## src/inc/swpm_pkg.sv

```systemverilog
// Summary of operation
// RL1 - During a write the data bus is captured on rising edges of both the true and complementary input clocks, at a width of 8, 9, 18 or 36 bits.
// RL2 - The active-low write port select is sampled on the true clock rising edge, and a low value starts a write.
// RL3 - A write port select sampled high deselects the port and the data bus is ignored.
// RL4 - In the 8-bit configuration two active-low nibble selects mask bits 3 to 0 and bits 7 to 4, sampled on both clocks.
// RL5 - Each nibble select is sampled on the same edge as the data beat that it qualifies.
// RL6 - A nibble select sampled high keeps its four data bits of that beat out of the array.
// RL7 - In the 9, 18 and 36-bit configurations active-low byte selects mask 9-bit lanes, lane n covering bits 9n+8 to 9n.
// RL8 - A lane whose byte select is inactive during a beat leaves the array contents of that lane unchanged.
// RL9 - Each byte select is sampled on the same rising edge as its data word, on both clocks.
// RL10 - The address is sampled on the true clock rising edge that starts an operation.
// RL11 - The address is ignored at any sampling edge where the port select is inactive.
// RL12 - A write carries four beats for one address, alternating true and complementary edges over two periods, each with its own masks.
package swpm_pkg;

  localparam int SWPM_DATA_W_DEF = 36;
  localparam int SWPM_ADDR_W_DEF = 17;
  localparam int SWPM_NIBBLE_CFG_W = 8;
  localparam int SWPM_NIBBLE_W = 4;
  localparam int SWPM_LANE_W = 9;
  localparam int SWPM_NUM_NWS = 2;
  localparam int SWPM_NUM_BWS = 4;
  localparam int SWPM_BEAT_W = 2;
  localparam logic [1:0] SWPM_LAST_BEAT = 2'h3;
  localparam logic [1:0] SWPM_FIRST_BEAT = 2'h0;
  localparam int SWPM_SYNC_STAGES = 2;
  localparam int SWPM_BUF_DEPTH = 2;

  typedef enum logic [0:0] {
    SWPM_IDLE,
    SWPM_BURST
  } swpm_state_e;

endpackage : swpm_pkg

```

## src/inc/swpm_beat_if.sv

```systemverilog
`timescale 1ns/1ps
`default_nettype none
// One captured write beat travelling from the capture logic into the buffer.
interface swpm_beat_if #(
  parameter int W = 8
);
  logic valid;
  logic ready;
  logic [W-1:0] data;
  modport src (output valid, output data, input ready);
  modport snk (input valid, input data, output ready);
endinterface : swpm_beat_if
`default_nettype wire

```

## src/verilog/swpm_beat_buf.sv

```systemverilog
`timescale 1ns/1ps
`default_nettype none
// Two-entry buffer so that a one-beat stall by the array side loses nothing.
module swpm_beat_buf
  import swpm_pkg::*;
#(
  parameter int W = 8
) (
  input wire logic clock_in,
  input wire logic rst_in,
  swpm_beat_if.snk in_if,
  output logic out_valid_out,
  input wire logic out_ready_in,
  output logic [W-1:0] out_data_out
);

  // The one-bit pointers serve exactly two entries, so no other depth is accepted.
  generate
    if (SWPM_BUF_DEPTH != 2 || W < 1)
    begin : g_bad_buf
      $error("The beat buffer needs a depth of two and a width of at least 1.");
    end
  endgenerate

  typedef struct packed {
    logic [SWPM_BUF_DEPTH-1:0][W-1:0] mem;
    logic wp;
    logic rp;
    logic [1:0] cnt;
  } swpm_buf_s;

  swpm_buf_s s_q;
  swpm_buf_s s_d;
  logic push;
  logic pop;

  // Full and empty come straight from the occupancy count.
  assign in_if.ready = (s_q.cnt != 2'h2);
  assign out_valid_out = (s_q.cnt != 2'h0);
  assign out_data_out = s_q.mem[s_q.rp];
  assign push = in_if.valid && in_if.ready;
  assign pop = out_valid_out && out_ready_in;

  // Pointers wrap naturally because the depth is two.
  always_comb
  begin
    s_d = s_q;
    if (push)
    begin
      s_d.mem[s_q.wp] = in_if.data;
      s_d.wp = ~s_q.wp;
    end
    if (pop)
    begin
      s_d.rp = ~s_q.rp;
    end
    s_d.cnt = s_q.cnt + {1'b0, push} - {1'b0, pop};
  end

  // State register.
  always_ff @(posedge clock_in or posedge rst_in)
  begin
    if (rst_in)
    begin
      s_q <= '0;
    end
    else
    begin
      s_q <= s_d;
    end
  end

endmodule : swpm_beat_buf
`default_nettype wire

```

## src/verilog/swpm_write_port.sv

```systemverilog
`timescale 1ns/1ps
`default_nettype none
// Write-port front end: oversamples the input clock pins and captures four-beat writes.
module swpm_write_port
  import swpm_pkg::*;
#(
  parameter int DATA_W = SWPM_DATA_W_DEF,
  parameter int ADDR_W = SWPM_ADDR_W_DEF
) (
  input wire logic clock_in,
  input wire logic rst_in,
  input wire logic kclk_in,
  input wire logic kclk_n_in,
  input wire logic write_port_select_n_in,
  input wire logic [SWPM_NUM_NWS-1:0] nibble_write_select_n_in,
  input wire logic [SWPM_NUM_BWS-1:0] byte_lane_write_select_n_in,
  input wire logic [ADDR_W-1:0] addr_in,
  input wire logic [DATA_W-1:0] wr_data_in,
  output logic arr_valid_out,
  input wire logic arr_ready_in,
  output logic [ADDR_W-1:0] arr_addr_out,
  output logic [SWPM_BEAT_W-1:0] arr_beat_out,
  output logic [DATA_W-1:0] arr_data_out,
  output logic [DATA_W-1:0] arr_bit_we_out,
  output logic overrun_out
);

  // Only the documented widths have a lane layout.
  generate
    if (DATA_W != 8 && DATA_W != 9 && DATA_W != 18 && DATA_W != 36)
    begin : g_bad_width
      $error("DATA_W must be 8, 9, 18 or 36.");
    end
    if (ADDR_W < 1)
    begin : g_bad_addr
      $error("ADDR_W must be at least 1.");
    end
  endgenerate

  // Positions inside the synchronised pin vector.
  localparam int DATA_POS = 0;
  localparam int ADDR_POS = DATA_POS + DATA_W;
  localparam int BWS_POS = ADDR_POS + ADDR_W;
  localparam int NWS_POS = BWS_POS + SWPM_NUM_BWS;
  localparam int SEL_POS = NWS_POS + SWPM_NUM_NWS;
  localparam int KN_POS = SEL_POS + 1;
  localparam int K_POS = KN_POS + 1;
  localparam int PIN_W = K_POS + 1;
  localparam int PAY_W = ADDR_W + SWPM_BEAT_W + 2 * DATA_W;

  typedef struct packed {
    logic [PIN_W-1:0] sync1;
    logic [PIN_W-1:0] sync2;
    logic k_prev;
    logic kn_prev;
    swpm_state_e st;
    logic [SWPM_BEAT_W-1:0] beat;
    logic [ADDR_W-1:0] addr;
    logic overrun;
  } swpm_core_s;

  swpm_core_s s_q;
  swpm_core_s s_d;
  logic [PIN_W-1:0] pins;
  logic k_rise;
  logic kn_rise;
  logic sel_n;
  logic [DATA_W-1:0] smp_data;
  logic [ADDR_W-1:0] smp_addr;
  logic [DATA_W-1:0] smp_we;
  logic start;
  logic [SWPM_BEAT_W-1:0] cur_beat;
  logic [ADDR_W-1:0] cur_addr;

  swpm_beat_if #(.W(PAY_W)) beat_if ();

  // Turns the sampled lane selects into one write enable per data bit.
  function automatic logic [DATA_W-1:0] lane_we(
    input logic [SWPM_NUM_NWS-1:0] nws_n,
    input logic [SWPM_NUM_BWS-1:0] bws_n
  );
    logic [DATA_W-1:0] we;
    we = '0;
    for (int i = 0; i < DATA_W; i++)
    begin
      if (DATA_W == SWPM_NIBBLE_CFG_W)
      begin
        we[i] = ~nws_n[i / SWPM_NIBBLE_W]; // [RL4] [RL6]
      end
      else
      begin
        we[i] = ~bws_n[i / SWPM_LANE_W]; // [RL7] [RL8]
      end
    end
    return we;
  endfunction : lane_we

  // Every pin is asynchronous to clock_in, so all of them share one two-stage
  // pipeline; clock, select, masks and data therefore stay aligned to the edge.
  assign pins = {kclk_in, kclk_n_in, write_port_select_n_in, nibble_write_select_n_in,
                 byte_lane_write_select_n_in, addr_in, wr_data_in};
  assign k_rise = s_q.sync2[K_POS] && !s_q.k_prev;
  assign kn_rise = s_q.sync2[KN_POS] && !s_q.kn_prev && !k_rise;
  assign sel_n = s_q.sync2[SEL_POS];
  assign smp_data = s_q.sync2[ADDR_POS-1:DATA_POS];
  assign smp_addr = s_q.sync2[BWS_POS-1:ADDR_POS];
  // Masks come from the same sample as the data, hence the same edge. [RL5] [RL9]
  assign smp_we = lane_we(s_q.sync2[SEL_POS-1:NWS_POS], s_q.sync2[NWS_POS-1:BWS_POS]);
  assign start = (s_q.st == SWPM_IDLE) && k_rise && !sel_n; // [RL2] [RL3]
  assign cur_addr = start ? smp_addr : s_q.addr; // [RL10] [RL11]
  assign beat_if.data = {cur_addr, cur_beat, smp_data, smp_we}; // [RL1]

  // Burst sequencer: beat 0 on the selecting true edge, then alternate edges.
  always_comb
  begin
    s_d = s_q;
    s_d.sync1 = pins;
    s_d.sync2 = s_q.sync1;
    s_d.k_prev = s_q.sync2[K_POS];
    s_d.kn_prev = s_q.sync2[KN_POS];
    beat_if.valid = 1'b0;
    cur_beat = s_q.beat;
    unique case (s_q.st)
      SWPM_IDLE:
      begin
        if (start)
        begin
          beat_if.valid = 1'b1;
          cur_beat = SWPM_FIRST_BEAT;
          s_d.addr = smp_addr; // [RL10]
          s_d.beat = SWPM_FIRST_BEAT + 2'h1;
          s_d.st = SWPM_BURST;
        end
      end
      SWPM_BURST:
      begin
        // Odd beats ride the complementary edge; the select is not looked at here.
        if (s_q.beat[0] ? kn_rise : k_rise) // [RL12]
        begin
          beat_if.valid = 1'b1;
          s_d.beat = s_q.beat + 2'h1;
          if (s_q.beat == SWPM_LAST_BEAT)
          begin
            s_d.st = SWPM_IDLE;
          end
        end
      end
    endcase
    // The pins cannot be stalled, so a beat refused by a full buffer is flagged.
    if (beat_if.valid && !beat_if.ready)
    begin
      s_d.overrun = 1'b1;
    end
  end

  // State register.
  always_ff @(posedge clock_in or posedge rst_in)
  begin
    if (rst_in)
    begin
      s_q <= '0;
    end
    else
    begin
      s_q <= s_d;
    end
  end

  // Buffer between capture and array.
  swpm_beat_buf #(
    .W(PAY_W)
  ) u_buf (
    .clock_in(clock_in),
    .rst_in(rst_in),
    .in_if(beat_if.snk),
    .out_valid_out(arr_valid_out),
    .out_ready_in(arr_ready_in),
    .out_data_out({arr_addr_out, arr_beat_out, arr_data_out, arr_bit_we_out})
  );

  assign overrun_out = s_q.overrun;

  property p_start_beat;
    @(posedge clock_in) disable iff (rst_in)
    (s_q.st == SWPM_IDLE && k_rise && !sel_n) |-> beat_if.valid && cur_beat == 2'h0
      ##1 (s_q.st == SWPM_BURST && s_q.beat == 2'h1);
  endproperty
  a_start_beat: assert property (p_start_beat) else $error("Write not started."); // [RL2]

  property p_deselect;
    @(posedge clock_in) disable iff (rst_in)
    (s_q.st == SWPM_IDLE && sel_n) |-> !beat_if.valid ##1 s_q.st == SWPM_IDLE;
  endproperty
  a_deselect: assert property (p_deselect) else $error("Deselected port took data."); // [RL3]

  property p_data;
    @(posedge clock_in) disable iff (rst_in)
    beat_if.valid |-> beat_if.data[2*DATA_W-1:DATA_W] == s_q.sync2[ADDR_POS-1:DATA_POS];
  endproperty
  a_data: assert property (p_data) else $error("Beat data not from edge sample."); // [RL1]

  property p_lane0;
    @(posedge clock_in) disable iff (rst_in)
    (beat_if.valid && DATA_W != 8) |-> beat_if.data[SWPM_LANE_W-1:0]
      == {SWPM_LANE_W{~s_q.sync2[BWS_POS]}};
  endproperty
  a_lane0: assert property (p_lane0) else $error("Lane 0 enable wrong."); // [RL7] [RL9]

  property p_nibble;
    @(posedge clock_in) disable iff (rst_in)
    (beat_if.valid && DATA_W == 8) |-> beat_if.data[7:4] == {4{~s_q.sync2[NWS_POS+1]}}
      && beat_if.data[3:0] == {4{~s_q.sync2[NWS_POS]}};
  endproperty
  a_nibble: assert property (p_nibble) else $error("Nibble enable wrong."); // [RL4] [RL6]

  property p_addr_hold;
    @(posedge clock_in) disable iff (rst_in)
    (s_q.st == SWPM_BURST) |=> $stable(s_q.addr) || $past(s_q.beat) == 2'h3;
  endproperty
  a_addr_hold: assert property (p_addr_hold) else $error("Address moved in burst."); // [RL11]

  property p_odd_edge;
    @(posedge clock_in) disable iff (rst_in)
    (beat_if.valid && cur_beat[0]) |-> kn_rise && !k_rise;
  endproperty
  a_odd_edge: assert property (p_odd_edge) else $error("Odd beat not on complement."); // [RL12]

  property p_end;
    @(posedge clock_in) disable iff (rst_in)
    (beat_if.valid && cur_beat == 2'h3) |=> s_q.st == SWPM_IDLE;
  endproperty
  a_end: assert property (p_end) else $error("Burst not closed after beat 3."); // [RL12]

  property p_overrun;
    @(posedge clock_in) disable iff (rst_in)
    (beat_if.valid && !beat_if.ready) |=> overrun_out;
  endproperty
  a_overrun: assert property (p_overrun) else $error("Lost beat not flagged."); // [RL8]

endmodule : swpm_write_port
`default_nettype wire

```

## config.mk

```make
export PLATFORM = sky130hd
export DESIGN_NAME = swpm_write_port
export DESIGN_NICKNAME = d
export VERILOG_FILES = /design/src/inc/swpm_pkg.sv /design/src/inc/swpm_beat_if.sv /design/src/verilog/swpm_beat_buf.sv /design/src/verilog/swpm_write_port.sv
export SDC_FILE = /design/constraint.sdc
export NUM_CORES = 1
export LEC_CHECK = 0
export ABC_CLOCK_PERIOD_IN_PS = 10500
export BUFFER_PORTS_ARGS = -buffer_cell sky130_fd_sc_hd__buf_2
export CAP_MARGIN = 30
export CORE_MARGIN = 2
export CORE_UTILIZATION = 50
export CTS_BUF_LIST = sky130_fd_sc_hd__clkbuf_16
export DETAILED_ROUTE_END_ITERATION = 12
export MAX_ROUTING_LAYER = met4
export PLACE_DENSITY = 0.72
export SLEW_MARGIN = 10
export SYNTH_ARGS = -nofsm -noshare
export SYNTH_HDL_FRONTEND = slang
export SYNTH_SLANG_ARGS = --single-unit
export TNS_END_PERCENT = 100
```

## constraint.sdc

```tcl
create_clock -name clock_in -period 10.5 [get_ports clock_in]
set_clock_uncertainty 0.05 [all_clocks]
set_input_delay 0.525 -clock clock_in [delete_from_list [all_inputs] [get_ports clock_in]]
set_output_delay 0.525 -clock clock_in [all_outputs]
set_load 0.005 [all_outputs]
```

==> flow_summary.toml, run 1 <==
[outcome]
status = "finished clean"

[cts]
clock_path_buffers = 3
cts.sinks = 265
clk_pin_slew_ns = 0.06
cts-root-buf = "clkbuf_16"
post_cts_resized = 0
cts_tree = "yes"
cts_inserted_buffers = 27
clkLatencyLatePin_ns = 0.52
cts_max_level = 1

[sta]
min_period_over_period_pct = 27.72
slew_violations = 0
setup_viol = 0
period_needed_ns = 2.911
finalSetupTns_ns = 0
final_hold_viol_count = 0
relSlewSlack_pct = 37.20
rsz0062_at_grt = "false"
worstMarginPinSlew_ns = 0.9420
max_freq_mhz = 343.6

[setup_path]
critPathRequiredTime_ns = 9.93
slowest_stage = "buf_4"
cpLargestDelayFamily = "buffers and inverters"
r2r_start = "s_q[22]$_DFF_PP0_"
max_stage_delay_ns = 0.72
cp-startpoint = "u_buf.s_q[2]$_DFFE_PP0P_"
crit_fanout = 65
endpoint_kind = "output pin"
start_kind = "flip-flop"
path_class = "reg -> out"
path_cells = "buf_4 > o21ai_0 > buf_2"
critPathBufInv = 2
arrival_ns = 2.34

[floorplanning]
die_area_mm2 = 0.02017
num_rows = 50
chipWidth_um = 142.0
start_util_pct = 50.92
io_pins = 158
core_area_mm2 = 0.01871
die_h_um = 142.0

[detailed_routing]
drc = 0
first_pass_iters = 3
wire_per_inst_um = 17.04
first_iter_violations = 156
viasPerCell = 5.045
drt.antenna.violating_nets = 0
vias = 4828
wirelength_um = 16310

[finish]
synthToLayoutAreaGrowth_pct = 16.60
multiInputGateArea_mm2 = 0.002444
final_nets = 774
final_cells = 957
fin_area_mm2 = 0.01111
seqCellArea_mm2 = 0.006633
drive_gt1_share_pct = 49.17
n_fill_cell = 1426

[synthesis]
synth_edf_count = 0
ys_ff_latch = 265
synth_common_cells = "265 x dfrtp_1, 148 x mux2_2, 40 x buf_4, 30 x mux2_1, 15 x inv_1"
syn_area_mm2 = 0.009525
synth_fp_nets = 634
synth_area_leaders = "dfrtp_1 70%, mux2_2 17%, mux2_1 3.5%"
yosysMostFrequentCell = "dfrtp_1"
syn_avg_cell_area_um2 = 16.80
synth-seq-area-share_pct = 69.62
yosysUniqueCellTypes = 28
yosys.area.top_type = "dfrtp_1"
syn-instance-count = 567
synth_warnings = 0
synth_top_area_share_pct = 69.62
ys_async_sr_fraction_pct = 100.0
ys.flop_type = "dfrtp_1"

[power_and_ir_drop]
peakVddDrop_mv = 0.2057
p_per_area_mw_per_mm2 = 300.6
p_total_mw = 3.339
power.leakage_nw = 5.184

[global_route]
grt_pass1_vias = 5280
grt.overflow.total = 0
grt_pass1_wl_um = 26870
grt_usage_pct = 17.16
grt_antenna_before_repair = 1
grt_max_degree = 149

[placement]
portBuffers = 155
dp_cells = 909
post_dp_cell_area_mm2 = 0.01026
dpl.hpwl_um = 9941
gp_congestion = 0.7711

[worst_hold_path]
hp-start = "wr_data_in[31]"
hp-class = "in -> reg"

[run]
drv_cap = 0
==> through the flow <==
| stage | setup slack [ns] | utilization [%] | hold WS (ns) |
|---|---|---|---|
| floorplan | 2.628 | - | 0.2812 |
| global placement | 7.575 | 54.78 | 0.2827 |
| detailed placement | 7.556 | 54.86 | 0.2855 |
| CTS | 7.495 | 59.02 | 0.03725 |
| global route | 7.342 | 59.38 | 0.03318 |
| finish | 7.589 | 59.38 | 0.05722 |
==> layer usage <==
metal	GRT usage [%]	vias to the layer above	wire length (um)
met5	-	-	0
met4	3.526	0	225
met3	3.735	19	848
met2	29.11	108	8375
met1	21.50	2507	6862
li1	-	2194	-
==> final timing paths <==
check                                              to  slack (ns)  cells after the start
hold reg to reg            beat_if.data[37]$_DFF_PP0_        0.29                      0
min in group asynchronous  u_buf.s_q[161]$_DFFE_PP0P_        0.47                      3
hold / removal                      s_d[54]$_DFF_PP0_        0.06                      1
max in group asynchronous           s_d[22]$_DFF_PP0_        8.52                      5
setup reg to reg            u_buf.s_q[71]$_DFFE_PP0P_        7.60                      5
setup / recovery                    arr_bit_we_out[8]        7.59                      3
==> cell families after synthesis <==
| kind of cell | Yosys count | share of synthesized area (%) |
|---|---|---|
| fa+ha+maj | 2 | 0.2627 |
| flops | 265 | 69.62 |
| xor+xnor | 5 | 0.4597 |
| simple gates | 20 | 1.353 |
| compound gates | 21 | 1.695 |
| mux | 186 | 21.88 |
| buf+inv | 68 | 4.729 |
==> area by class of cell <==
type | instances | share of cell area (%)
Sequential cell | 265 | 59.72
Multi-Input combinational cell | 234 | 22.00
Timing Repair Buffer | 164 | 8.043
Clock buffer | 27 | 6.083
Tap cell | 234 | 2.636
Clock inverter | 17 | 0.9237
Inverter | 15 | 0.5745
Antenna cell | 1 | 0.02253
==> layout by cell type, fill, tap and decap left out, types with 2 or more instances in the layout <==
cell	n
a21oi_4	2
buf_16	2
buf_2	155
nand2b_1	2
xnor2_1	4
o21ai_0	9
nand2_1	8
mux2_1	30
clkinv_2	6
clkbuf_16	27
a21oi_1	3
and2_1	2
o32ai_1	2
mux2i_1	8
o22a_1	2
nor2b_1	2
inv_1	18
buf_4	5
or2_2	2
clkinv_1	5
ha_1	2
mux2_2	148
dfrtp_1	264
==> sequential cells by signal, summed over array words and instances (netlist names) <==
name,flops
s_d,62
s_q,44
u_buf.s_q,122
overrun_out,1
beat_if.data,36
==> power breakdown <==
part / internal [mW] / total, mW / leakage [nW] / switching, mW
Clock: 0.486 / 0.845 / 0.404 / 0.360
Sequential: 1.32 / 1.45 / 3.14 / 0.133
Combinational: 0.579 / 1.04 / 1.64 / 0.462
Total: 2.39 / 3.34 / 5.18 / 0.954
==> worst reg2reg max path: stages (launching register included) <==
cell and delay [ns]:
dfrtp_1 0.35, nand2b_1 0.32, a211o_4 0.44, a21oi_4 0.51, buf_4 0.69, mux2_2 0.44
==> timing repair <==
| action | 4_1_cts | 5_1_grt |
|---|---|---|
| endpoints found under the hold margin | 0 | 33 |
| hold buffers | 0 | 1 |
| setup buffers | 0 | 0 |
(Power assumes the default switching activity.)
==> inputs of run 2 (changes only) <==
- ABC_AREA: not set -> 1
- ABC_CLOCK_PERIOD_IN_PS: 10500 -> 2900
- clock period: 10.5 -> 2.9 ns (I/O delays scaled with it)
==> run 2 against run 1 <==
Critical path depth up 4. Sequential power rose to 3.6 times the previous value. Utilization up 3.1 points. Clock power rose to 4.0 times the previous value. Synthesized cell count up 77%. Via count up 54%. Non-clock buffer count up 70. Global-route usage up 4.5 points. First-iteration DRC count rose to 4.2 times the previous value. Cell area up 10%. Highest routed layer unchanged.
==> flow_summary.toml, run 2 <==
[placement]
gp_congestion = 0.8259
dpl.hpwl_um = 12320
place_ws_ns = 0.4626
post_dp_cell_area_mm2 = 0.01076
portBuffers = 155

[power_and_ir_drop]
p_per_area_mw_per_mm2 = 1046
peakVddDrop_mv = 0.5274
power.leakage_nw = 6.539

[cts]
clk_pin_slew_ns = 0.06
cts.sinks = 265
cts_tree = "yes"
clkLatencyLatePin_ns = 0.53
post_cts_resized = 0
cts_max_level = 1
cts-root-buf = "clkbuf_16"
clock_path_buffers = 3
cts_inserted_buffers = 27

[floorplanning]
die_h_um = 145.6
start_util_pct = 51.14
core_area_mm2 = 0.01959
io_pins = 158
chipWidth_um = 145.6
die_area_mm2 = 0.02118
num_rows = 51

[detailed_routing]
wirelength_um = 22060
first_pass_iters = 5
viasPerCell = 5.112
wire_per_inst_um = 15.21
drt.antenna.violating_nets = 0
drc = 0
first_iter_violations = 657
vias = 7418

[sta]
rsz0062_at_grt = "false"
period_needed_ns = 2.480
finalSetupTns_ns = 0
relSlewSlack_pct = 51.33
setup_viol = 0
slew_violations = 0
worstMarginPinSlew_ns = 0.7301
layout_setup_ws_ns = 0.4196
max_freq_mhz = 403.2
final_hold_viol_count = 0
min_period_over_period_pct = 85.53

[setup_path]
rrSetupSlack_ns = 0.42
arrival_ns = 2.84
crit_fanout = 45
r2r_start = "s_q[20]$_DFF_PP0_"
cp-startpoint = "s_q[20]$_DFF_PP0_"
critPathBufInv = 2
path_cells = "inv_1 > nand3_1 > nand3_4 > nand3_2 > buf_12 > nand2_1 > nand2_1"
path_class = "reg -> reg"
cp_common_cell = "nand2_1"
endpoint_kind = "flip-flop"
slowest_stage = "inv_1"
start_kind = "flip-flop"
cpLargestDelayFamily = "simple AND/OR/NAND/NOR gates"
rr_endpoint = "u_buf.s_q[181]$_DFFE_PP0P_"
max_stage_delay_ns = 0.42
worstRegToRegCells = 7
critPathRequiredTime_ns = 3.26

[synthesis]
syn-instance-count = 1006
ys.flop_type = "dfrtp_1"
yosysMostFrequentCell = "nand2_1"
syn_avg_cell_area_um2 = 9.959
yosysUniqueCellTypes = 24
synth_top_area_share_pct = 66.19
synth_common_cells = "460 x nand2_1, 265 x dfrtp_1, 136 x nand4_1, 45 x buf_4, 32 x clkbuf_1"
ys_ff_latch = 265
synth-seq-area-share_pct = 66.19
synth_warnings = 0
yosys.area.top_type = "dfrtp_1"
ys_async_sr_fraction_pct = 100.0
synth_area_leaders = "dfrtp_1 66%, nand2_1 17%, nand4_1 8.5%"
syn_area_mm2 = 0.01002
synth_edf_count = 0
synth_fp_nets = 1073

[finish]
layout_commonest_cell = "nand2_1"
drive_gt1_share_pct = 19.06
final_cell_mix = "459 x nand2_1, 263 x dfrtp_1, 155 x buf_2, 136 x nand4_1, 62 x dlygate4sd3_1"
largest_register_ffs = 122
synthToLayoutAreaGrowth_pct = 22.22
post-route-util_pct = 62.50
fin_area_mm2 = 0.01224
diodes = 0
final_nets = 1233
top_register = "u_buf.s_q"

[global_route]
grt_max_degree = 108
grt_antenna_before_repair = 0
grt_pass1_wl_um = 36710
grt_usage_pct = 21.70
grt_pass1_vias = 7060
grt.overflow.total = 0

[run]
drv_cap = 0

[worst_hold_path]
hp-class = "in -> async"

[outcome]
status = "finished clean"
[run 2: cell count changes in the layout (fill, tap and decap cells not counted), moves of 4 or more]
| cell | previous run | this run |
|---|---|---|
| dlygate4sd3_1 | 1 | 62 |
| nand2_1 | 8 | 459 |
| buf_4 | 5 | 12 |
| mux2_1 | 30 | 0 |
| buf_12 | 0 | 5 |
| nand4_1 | 0 | 136 |
| o21ai_0 | 9 | 1 |
| nor2_1 | 1 | 5 |
| mux2_2 | 148 | 0 |
| mux2i_1 | 8 | 0 |
[run 2: worst reg2reg max path, cell delays in order, from the launching register on]
cell,delay (ns)
dfrtp_1,0.37
inv_1,0.42
nand3_1,0.26
nand3_4,0.34
nand3_2,0.41
buf_12,0.35
nand2_1,0.11
nand2_1,0.06
[run 2: metrics by stage]
step / instances / total power, mW / hold slack (ns)
final: 1451 / 12.81 / 0.1022
after global routing: 1451 / 13.70 / 0.1324
after CTS: 1451 / 12.91 / 0.08559
after detailed placement: 1340 / 9.454 / 0.1047
after global placement: 1340 / 9.338 / 0.1064
after floorplan: 1006 / 8.194 / 0.1264
[run 2: repair_timing]
| action | 4_1_cts | 5_1_grt |
|---|---|---|
| hold buffers | 62 | 0 |
| endpoints found under the hold margin | 222 | 0 |
| setup buffers | 0 | 0 |
[run 2: worst max-delay path by stage]
stage / cells after the start / endpoint
floorplan: 1 / beat_if.data[36]$_DFF_PP0_
global placement: 7 / u_buf.s_q[184]$_DFFE_PP0P_
detailed placement: 7 / u_buf.s_q[181]$_DFFE_PP0P_
CTS: 7 / u_buf.s_q[181]$_DFFE_PP0P_
global route: 7 / u_buf.s_q[164]$_DFFE_PP0P_
finish: 7 / u_buf.s_q[181]$_DFFE_PP0P_
[run 2: power by group]
part,total [mW],internal [mW],switching [mW]
clock network,3.35,1.96,1.39
logic,4.26,1.47,2.79
registers,5.20,4.69,0.511
total,12.8,8.12,4.69
[run 2: logic make-up (layout without fill, tap and decap cells)]
group / count (synthesis) / count (layout) / synth area share [%]
and+or+nand+nor: 611 / 611 / 26.56
DFF: 265 / 265 / 66.19
buffers and inverters: 122 / 302 / 6.544
AOI/OAI and AO/OA: 4 / 4 / 0.2748
adders and majority gates: 2 / 2 / 0.2497
xor gates and xnor gates: 2 / 2 / 0.1749
[run 2: layout make-up]
| class | instances | area (um2) |
|---|---|---|
| clock buffers | 27 | 675.6 |
| multi-input cells | 619 | 2751 |
| well taps | 265 | 331.6 |
| fillers | 1573 | 7346 |
| flip-flops and latches | 265 | 6634 |
| clock inverters | 22 | 190.2 |
| inverters | 19 | 75.07 |
| repair buffers | 234 | 1587 |
[run 2: layer usage]
metal,wire length (um),track usage [%],vias to the layer above
met1,10060,30.74,3565
met5,0,-,-
met3,1237,3.229,45
met4,489,5.686,0
li1,-,-,3554
met2,10270,33.41,254
